==> src/pkg/fpc_pkg.sv <==
// package for the flash prefetch/cache control block
// assumes a 32-bit avalon-mm register bus with byte addressing
package fpc_pkg;

  // ************************************************************
  // register map
  // ************************************************************
  localparam logic [3:0] FPC_CTRL_OFS   = 4'h0;
  localparam logic [3:0] FPC_CLR_OFS    = 4'h4;
  localparam logic [3:0] FPC_SET_OFS    = 4'h8;
  localparam logic [3:0] FPC_INV_OFS    = 4'hc;

  // ************************************************************
  // fields of cache_prefetch_control
  // ************************************************************
  localparam int FPC_COH_POS  = 16;
  localparam int FPC_DATA_CACHE_LINE_COUNT_POS = 8;
  localparam int FPC_PREF_POS = 4;
  localparam int FPC_WS_POS   = 0;
  localparam logic [31:0] FPC_CTRL_MASK  = 32'h0001_0337;
  localparam logic [31:0] FPC_CTRL_RESET = 32'h0000_0007;

  // ************************************************************
  // cache geometry
  // ************************************************************
  localparam int FPC_LINES     = 4;
  localparam int FPC_DATA_LINES = 4;

  typedef enum logic [1:0] {
    FPC_PF_OFF, FPC_PF_CACHEABLE, FPC_PF_UNCACHEABLE, FPC_PF_BOTH
  } fpc_pref_e;

endpackage

==> src/core/fpc_ctrl.sv <==
// flash prefetch and cache control: control register, line valid state, wait states
// assumes an avalon-mm master on the register port and a core fetch port,
// both synchronous to clk
//
// Function
// - coherency set: program invalidates all lines
// - coherency clear: keep locked instruction lines
// - data size change invalidates every line
// - size field selects 0,1,2,4 data lines
// - prefetch field selects prefetched regions
// - wait-state field gives 0 to 7 waits
// - clear, set, invert aliases at 4,8,c
module fpc_ctrl
  import fpc_pkg::*;
(
  input  wire logic        clk,
  input  wire logic        reset_n,
  // register bus
  input  wire logic [3:0]  avs_address,
  input  wire logic        avs_read,
  input  wire logic        avs_write,
  input  wire logic [31:0] avs_writedata,
  input  wire logic [3:0]  avs_byteenable,
  output logic [31:0]      avs_readdata,
  output logic             avs_waitrequest,
  // core fetch port
  input  wire logic        fetch_req,
  input  wire logic        fetch_is_data,
  input  wire logic        fetch_cacheable,
  input  wire logic        fetch_hit,
  input  wire logic [1:0]  fetch_line,
  input  wire logic        fetch_lock,
  output logic             fetch_stall,
  output logic             fetch_ready,
  // flash side
  input  wire logic        program_cycle,
  output logic             prefetch_enable,
  output logic [3:0]       line_valid,
  output logic [3:0]       data_line_enable
);

  // ************************************************************
  // register bus: one wait cycle, answer on the second edge
  // ************************************************************
  logic [31:0] ctrl;
  logic [31:0] next_ctrl;
  logic [31:0] wmask;
  logic [31:0] wval;
  logic        bus_ack;
  logic        next_bus_ack;
  logic [31:0] next_readdata;
  logic        size_changed;

  always_comb begin
    wmask = {{8{avs_byteenable[3]}}, {8{avs_byteenable[2]}},
             {8{avs_byteenable[1]}}, {8{avs_byteenable[0]}}};
    wval  = avs_writedata & wmask;
    next_ctrl = ctrl;
    next_bus_ack = (avs_read || avs_write) && !bus_ack;
    next_readdata = avs_readdata;
    // the write lands at the edge where the master sees waitrequest low
    if (avs_write && bus_ack) begin
      unique case (avs_address)
        FPC_CTRL_OFS: next_ctrl = (ctrl & ~wmask) | wval;
        FPC_CLR_OFS:  next_ctrl = ctrl & ~wval;
        FPC_SET_OFS:  next_ctrl = ctrl | wval;
        FPC_INV_OFS:  next_ctrl = ctrl ^ wval;
        default:      next_ctrl = ctrl;
      endcase
    end
    // unused bits never store, read zero whatever software wrote
    next_ctrl = next_ctrl & FPC_CTRL_MASK;
    if (avs_read && !bus_ack) begin
      // aliases and unmapped words read zero
      next_readdata = (avs_address == FPC_CTRL_OFS) ? ctrl : 32'h0000_0000;
    end
  end

  assign size_changed = (next_ctrl[FPC_DATA_CACHE_LINE_COUNT_POS +: 2] != ctrl[FPC_DATA_CACHE_LINE_COUNT_POS +: 2]);

  always_ff @(posedge clk) begin
    if (!reset_n) begin
      ctrl            <= FPC_CTRL_RESET;
      bus_ack         <= 1'b0;
      avs_readdata    <= 32'h0000_0000;
      avs_waitrequest <= 1'b1;
    end else begin
      ctrl            <= next_ctrl;
      bus_ack         <= next_bus_ack;
      avs_readdata    <= next_readdata;
      // registered inverse of next_bus_ack, so the pin equals !bus_ack and comes straight from a flop
      avs_waitrequest <= !next_bus_ack;
    end
  end

  // ************************************************************
  // invalidation and line state
  // ************************************************************
  logic       coh;
  logic [1:0] data_cache_line_count;
  logic [3:0] data_en;
  logic       kill_all;
  logic       kill_unlocked;
  logic [3:0] valid_q;
  logic [3:0] locked_q;
  logic [3:0] fill;
  logic       timer_busy;
  logic       timer_done;
  logic       miss_start;
  logic [1:0] fetch_line_q;
  logic       data_q;
  logic       lock_q;
  logic [1:0] next_line_q;
  logic       next_data_q;
  logic       next_lock_q;

  assign coh  = ctrl[FPC_COH_POS];
  assign data_cache_line_count = ctrl[FPC_DATA_CACHE_LINE_COUNT_POS +: 2];

  always_comb begin
    unique case (data_cache_line_count)
      2'h0: data_en = 4'h0;
      2'h1: data_en = 4'h1;
      2'h2: data_en = 4'h3;
      2'h3: data_en = 4'hf;
    endcase
  end

  // data lines are never lockable here, so kill_unlocked drops them all
  assign kill_all      = size_changed || (program_cycle && coh);
  assign kill_unlocked = program_cycle && !coh;

  genvar g;
  generate
    for (g = 0; g < FPC_LINES; g++) begin : g_line
      assign fill[g] = timer_done && (fetch_line_q == 2'(g)) &&
                       (!data_q || data_en[g]);
      fpc_line_valid u_line (
        .clk           (clk),
        .reset_n       (reset_n),
        .fill          (fill[g]),
        .lock_in       (lock_q && !data_q),
        .kill_all      (kill_all),
        .kill_unlocked (kill_unlocked),
        .valid         (valid_q[g]),
        .locked        (locked_q[g])
      );
    end
  endgenerate

  // ************************************************************
  // miss handling and wait states
  // ************************************************************
  // the core drops its request one edge after ready, so ready blocks a re-take
  assign miss_start = fetch_req && !fetch_hit && !timer_busy && !fetch_ready;

  always_comb begin
    next_line_q = fetch_line_q;
    next_data_q = data_q;
    next_lock_q = lock_q;
    if (miss_start) begin
      next_line_q = fetch_line;
      next_data_q = fetch_is_data;
      next_lock_q = fetch_lock;
    end
  end

  always_ff @(posedge clk) begin
    if (!reset_n) begin
      fetch_line_q <= 2'h0;
      data_q       <= 1'b0;
      lock_q       <= 1'b0;
    end else begin
      fetch_line_q <= next_line_q;
      data_q       <= next_data_q;
      lock_q       <= next_lock_q;
    end
  end

  fpc_wait_timer #(.WIDTH(3)) u_timer (
    .clk     (clk),
    .reset_n (reset_n),
    .start   (miss_start),
    .waits   (ctrl[FPC_WS_POS +: 3]),
    .busy    (timer_busy),
    .done    (timer_done)
  );

  // ************************************************************
  // registered outputs
  // ************************************************************
  logic next_stall;
  logic next_ready;
  logic next_pref;

  always_comb begin
    // stall from miss until the flash data is returned
    next_stall = miss_start || (timer_busy && !timer_done);
    next_ready = fetch_req && fetch_hit && !timer_busy && !fetch_ready;
    if (timer_done) begin
      next_ready = 1'b1;
    end
    unique case (fpc_pref_e'(ctrl[FPC_PREF_POS +: 2]))
      FPC_PF_OFF:         next_pref = 1'b0;
      FPC_PF_CACHEABLE:   next_pref = fetch_cacheable;
      FPC_PF_UNCACHEABLE: next_pref = !fetch_cacheable;
      FPC_PF_BOTH:        next_pref = 1'b1;
    endcase
  end

  always_ff @(posedge clk) begin
    if (!reset_n) begin
      fetch_stall      <= 1'b0;
      fetch_ready      <= 1'b0;
      prefetch_enable  <= 1'b0;
      line_valid       <= 4'h0;
      data_line_enable <= 4'h0;
    end else begin
      fetch_stall      <= next_stall;
      fetch_ready      <= next_ready;
      prefetch_enable  <= next_pref;
      line_valid       <= valid_q;
      data_line_enable <= data_en;
    end
  end

endmodule // fpc_ctrl

==> src/core/fpc_line_valid.sv <==
// one valid/lock flag pair for a cache line
// assumes invalidate requests arrive as one-cycle pulses
module fpc_line_valid
  import fpc_pkg::*;
(
  input  wire logic clk,
  input  wire logic reset_n,
  input  wire logic fill,
  input  wire logic lock_in,
  input  wire logic kill_all,
  input  wire logic kill_unlocked,
  output logic      valid,
  output logic      locked
);
  logic next_valid;
  logic next_locked;

  always_comb begin
    next_valid  = valid;
    next_locked = locked;
    if (kill_all || (kill_unlocked && !locked)) begin
      next_valid  = 1'b0;
      next_locked = 1'b0;
    end else if (fill) begin
      next_valid  = 1'b1;
      next_locked = lock_in;
    end
  end

  always_ff @(posedge clk) begin
    if (!reset_n) begin
      valid  <= 1'b0;
      locked <= 1'b0;
    end else begin
      valid  <= next_valid;
      locked <= next_locked;
    end
  end
endmodule // fpc_line_valid

==> src/core/fpc_wait_timer.sv <==
// down counter that stretches a flash access by the wait-state count
// assumes start is a one-cycle pulse while idle
module fpc_wait_timer
  import fpc_pkg::*;
#(
  parameter int WIDTH = 3
) (
  input  wire logic             clk,
  input  wire logic             reset_n,
  input  wire logic             start,
  input  wire logic [WIDTH-1:0] waits,
  output logic                  busy,
  output logic                  done
);
  logic [WIDTH-1:0] count;
  logic [WIDTH-1:0] next_count;
  logic             next_busy;

  // done marks the last wait cycle so the owner can register its answer on it
  assign done = busy && (count == '0);

  always_comb begin
    next_count = count;
    next_busy  = busy;
    if (start) begin
      next_count = waits;
      next_busy  = 1'b1;
    end else if (busy) begin
      if (count == '0) begin
        next_busy = 1'b0;
      end else begin
        next_count = count - 1'b1;
      end
    end
  end

  always_ff @(posedge clk) begin
    if (!reset_n) begin
      count <= '0;
      busy  <= 1'b0;
    end else begin
      count <= next_count;
      busy  <= next_busy;
    end
  end
endmodule // fpc_wait_timer

==> config.mk <==
export PLATFORM = sky130hd
export DESIGN_NAME = fpc_ctrl
export DESIGN_NICKNAME = d
export VERILOG_FILES = /design/src/pkg/fpc_pkg.sv /design/src/core/fpc_ctrl.sv /design/src/core/fpc_line_valid.sv /design/src/core/fpc_wait_timer.sv
export SDC_FILE = /design/constraint.sdc
export NUM_CORES = 1
export LEC_CHECK = 0
export BUFFER_PORTS_ARGS = -buffer_cell sky130_fd_sc_hd__buf_4
export CELL_PAD_IN_SITES_DETAIL_PLACEMENT = 1
export CELL_PAD_IN_SITES_GLOBAL_PLACEMENT = 2
export CORE_AREA = 8 8 118 93
export DETAILED_ROUTE_END_ITERATION = 8
export DIE_AREA = 0 0 126 101
export HOLD_SLACK_MARGIN = 0.08
export PLACE_DENSITY_LB_ADDON = 0.1
export SYNTH_ARGS = -nofsm -noshare
export SYNTH_HDL_FRONTEND = slang
export SYNTH_SLANG_ARGS = --single-unit
==> constraint.sdc <==
create_clock -name clk -period 2 [get_ports clk]
set_input_delay 0.3 -clock clk [delete_from_list [all_inputs] [get_ports clk]]
set_output_delay 0.3 -clock clk [all_outputs]
set_load 0.02 [all_outputs]
==> impl_summary.md <==
Outcome
The flow ran to the end, and the final reports show no timing, DRC or antenna violations.

Hold path
The worst hold path terminates at fetch_line_q[1]. The worst hold path was traced through 3 stages. The start point of the worst hold path is fetch_line[1]. The class of the tightest hold or removal check is primary input to flop.

Placed design
The congestion estimate from routability-driven global placement came to about 0.7. The count of input and output buffers is between 40 and 50. Once placement finished, the instance area stood at 2960 sq um. Detailed placement ended at an HPWL of 5420 um.

Power and ir drop
The worst supply voltage drop on vdd is 0.000296 V. The static leakage is 1.32 nW. The design draws 2.04 mW.

The power density over the cells is between 600 and 700 nW/um^2.

Clock tree
The number of buffers on the longest clock path is 2. The clock-pin slew reported for the worst setup and hold paths after clock tree synthesis is roughly 0.07 ns. The clock tree from TritonCTS is yes.

The clock insertion delay at the later pin of the skew report is between 0.2 and 0.3 ns. The number of clock sinks is between 40 and 50. The tree is rooted in a clkbuf_16. The number of hold-repair buffers added at the cts stage is 0. Once the clock tree was built, the setup fixing pass inserted 0 buffers. Buffers inserted during clock tree synthesis total 5.

The H-tree level count is 2.

Worst setup path
STA classifies the critical path endpoint as a flop. The number of buffers and inverters on the critical path is 1. Across all register-to-register paths, the minimum setup slack is ~0.18 ns. On the worst path, the slowest cell contributes a delay of ~0.41 ns. The worst-path cell with the longest stage delay is dfxtp_1. The kind of start point of the critical path is a flop.

Data arrives at the worst endpoint at between 2 and 2.5 ns. The highest net fanout along the worst path is 8. The endpoint required time on the critical path is 2.20 ns. The startpoint of the worst register-to-register path is ctrl[8]. The signal on the critical path passes through inv_1, ha_1, nand3_1, o211ai_2, o21ai_0, a21boi_4, nor3_1. The setup path with the least slack is of type flop to flop. On the critical path the largest part of the delay comes from compound AO/OA/AOI/OAI gates.

The cell depth of the worst flop-to-flop path is 7. The endpoint identified for the worst register-to-register timing path is g_line[0].u_line.locked.

Floorplanning
The core box area is about 9200 sq um. Measured along the y axis, the die boundary spans 101 um. Once the floorplan was initialized, standard cells occupied a little over a quarter of the core. The total I/O pin count is 96. After floorplanning, the core was divided into 31 placement rows.

The full die area is approximately 13000 sq um. The overall die width is roughly 130 um.

Final layout
The net count reported at finish is about 410. The number of inserted diodes is 0. In the final layout, the share of cells above drive strength 1 is 24.8%.

The total of fill cells in the finished design is ~1.1k. For this run, the share of the core covered by cells in the final layout is roughly 34%. After routing the design area is between 3000 and 4000 sq um. Relative to the synthesized area, the layout overhead comes to 25.5%.

Route
The pre-antenna-repair detailed-routing pass consisted of 4 iterations. The post-detailed-route wirelength per cell is 15.3 um. The final routed wirelength across all metal layers is between 6000 and 7000 um.

The remaining routing DRC violations is 0. In the routed layout, each cell is associated on average with a via count of about 4.6. The residual antenna-violating net count after detailed routing is 0.

The final route contains roughly 2.1k vias. The iteration-0 DRC count of the detailed router is 92.

STA
The number of endpoints failing setup at the final stage is 0. The post-route clock period utilization is 91.0%. The final count of hold timing violations is 0. The worst pin sits at a relative slew slack of about 60%. Setup repair after global routing left no endpoint under its margin. The clock tree skew after final layout is between 0.006 and 0.007 ns. The worst path in the final design needs a cycle of around 1.8 ns, including I/O delays and setup. The final number of max-transition violations was 0. The transition time at the pin with the least slew margin is ~0.6 ns.

The total negative slack is 0 ns. For this run, the top clock speed supported by timing is roughly 550 MHz.

Global routing
The largest net degree at the start of global routing is 22. The first-pass GRT wire length is between 10000 and 15000 um. The total routing resource utilization after global routing is 11.3%. The initial antenna violation count is 0. The via count of the first global-routing pass is about 2.2k.

The total overflow left after global routing is 0.

Logic synthesis
For this run, the number of Yosys warnings is 0. Of all cell types, the one taking the most synthesized area is dfxtp_1. By area the synthesized netlist is led by dfxtp_1, ha_1, buf_4. The share of flip-flops with an asynchronous set or reset after synthesis is 0%. The post-synthesis sequential area ratio is 34.7%.

The share of the synthesized area in the top cell type is between 30 and 40%. Summing every instance area after synthesis gives approximately 2500 sq um. The synthesized netlist cell count is between 200 and 300. Synthesis inferred 43 register bits. In this run, synthesis inferred 0 flip-flops with an integrated enable.

Among all flip-flop cells after synthesis, the most frequent one is dfxtp_1. The synthesized area per cell is 8.87 sq um. The count of different cell masters after synthesis is 47.

Run
The count of maximum capacitance violations is 0.
## power by group
group	total [mW]	internal, mW	switching (mW)	leakage (nW)
registers	0.905	0.881	0.0242	0.349
logic	0.312	0.128	0.184	0.902
clock network	0.825	0.467	0.358	0.0700
## layout make-up
type / instances / area (sq um) / area share [%]
inverters: 14 / 52.6 / 1.69
multi-input cells: 210 / 1430 / 45.8
well taps: 115 / 144 / 4.62
clock buffers: 5 / 125 / 4.01
clock inverters: 3 / 25.0 / 0.803
flip-flops and latches: 43 / 861 / 27.6
repair buffers: 64 / 480 / 15.4
## sequential cells by signal, indices dropped and copies added, names as in the netlist
signal,flops
line_valid,4
prefetch_enable,1
bus_ack,1
fetch_line_q,2
data_line_enable,3
g_line.u_line.locked,4
fetch_ready,1
g_line.u_line.valid,4
u_timer.busy,1
data_q,1
u_timer.count,3
avs_waitrequest,1
ctrl,8
avs_readdata,8
lock_q,1
## cell families (layout without fill, tap and decap cells)
group,count (synthesis),count (layout),synth area share (%)
compound gates,62,62,18.9
fa+ha+maj,18,18,9.07
buf+inv,50,86,11.6
flops,43,43,34.7
mux,7,7,2.82
other cells,1,24,0.151
simple gates,99,99,22.8
## worst register-to-register path: cells and delay by family, from the launching register on
kind,cells,cell delay [ns]
AOI/OAI and AO/OA,3,0.58
and+or+nand+nor,2,0.33
buffers and inverters,1,0.11
adders and majority gates,1,0.30
DFF,1,0.41
## cell usage after synthesis, types with 3 or more instances
cell,n
nand2_1,32
and4bb_2,3
o22ai_1,4
o21ai_0,12
nor2_1,5
inv_1,14
and2_1,5
o211ai_1,6
ha_1,18
dfxtp_1,43
nand3_1,16
buf_4,25
nor2b_1,14
a21o_1,3
a221oi_1,3
a21boi_0,13
mux2i_1,7
nor3_1,8
o2111ai_1,3
clkbuf_1,9
a21oi_1,4
## worst max path at each step
stage	slack, ns	to	cells after the start	from
final	0.18	g_line[0].u_line.locked	7	ctrl[8]
after global routing	0.007	g_line[0].u_line.locked	7	ctrl[8]
after CTS	0.09	g_line[0].u_line.locked	7	ctrl[9]
after detailed placement	-0.08	g_line[0].u_line.locked	6	avs_address[2]
after global placement	-0.03	g_line[3].u_line.valid	6	avs_address[1]
after floorplan	0.24	g_line[0].u_line.locked	7	ctrl[9]
## cell usage in the layout (no fill, tap or decap), types with 4 or more instances in the layout
cell,count
buf_4,64
o22ai_1,4
mux2i_1,7
o21ai_0,12
nor3_1,8
nor2b_1,14
conb_1,24
nand3_1,16
inv_1,14
nand2_1,32
clkbuf_16,5
dfxtp_1,43
nor2_1,5
o211ai_1,6
and2_1,5
a21oi_1,4
ha_1,18
a21boi_0,13
## metal layers
layer | track usage [%] | vias up | wire, um
met1 | 14.9 | 998 | 3540
met5 | 0 | - | 0
met4 | 3.04 | 0 | 51
met3 | 3.28 | 5 | 333
li1 | - | 1059 | -
met2 | 17.7 | 37 | 3010
## repair_timing
item	4_1_cts	5_1_grt
setup endpoints to repair	0	2
gates resized for setup	0	1
endpoints found under the hold margin	0	0
## per-stage QoR
stage | hold WS (ns) | setup WS, ns | cells
global route | 0.283 | 0.00715 | 454
CTS | 0.275 | 0.0916 | 454
finish | 0.277 | 0.180 | 454
global placement | 0.449 | -0.0262 | 446
floorplan | 0.431 | 0.239 | 303
detailed placement | 0.457 | -0.0782 | 446
(Power assumes the default switching activity.)
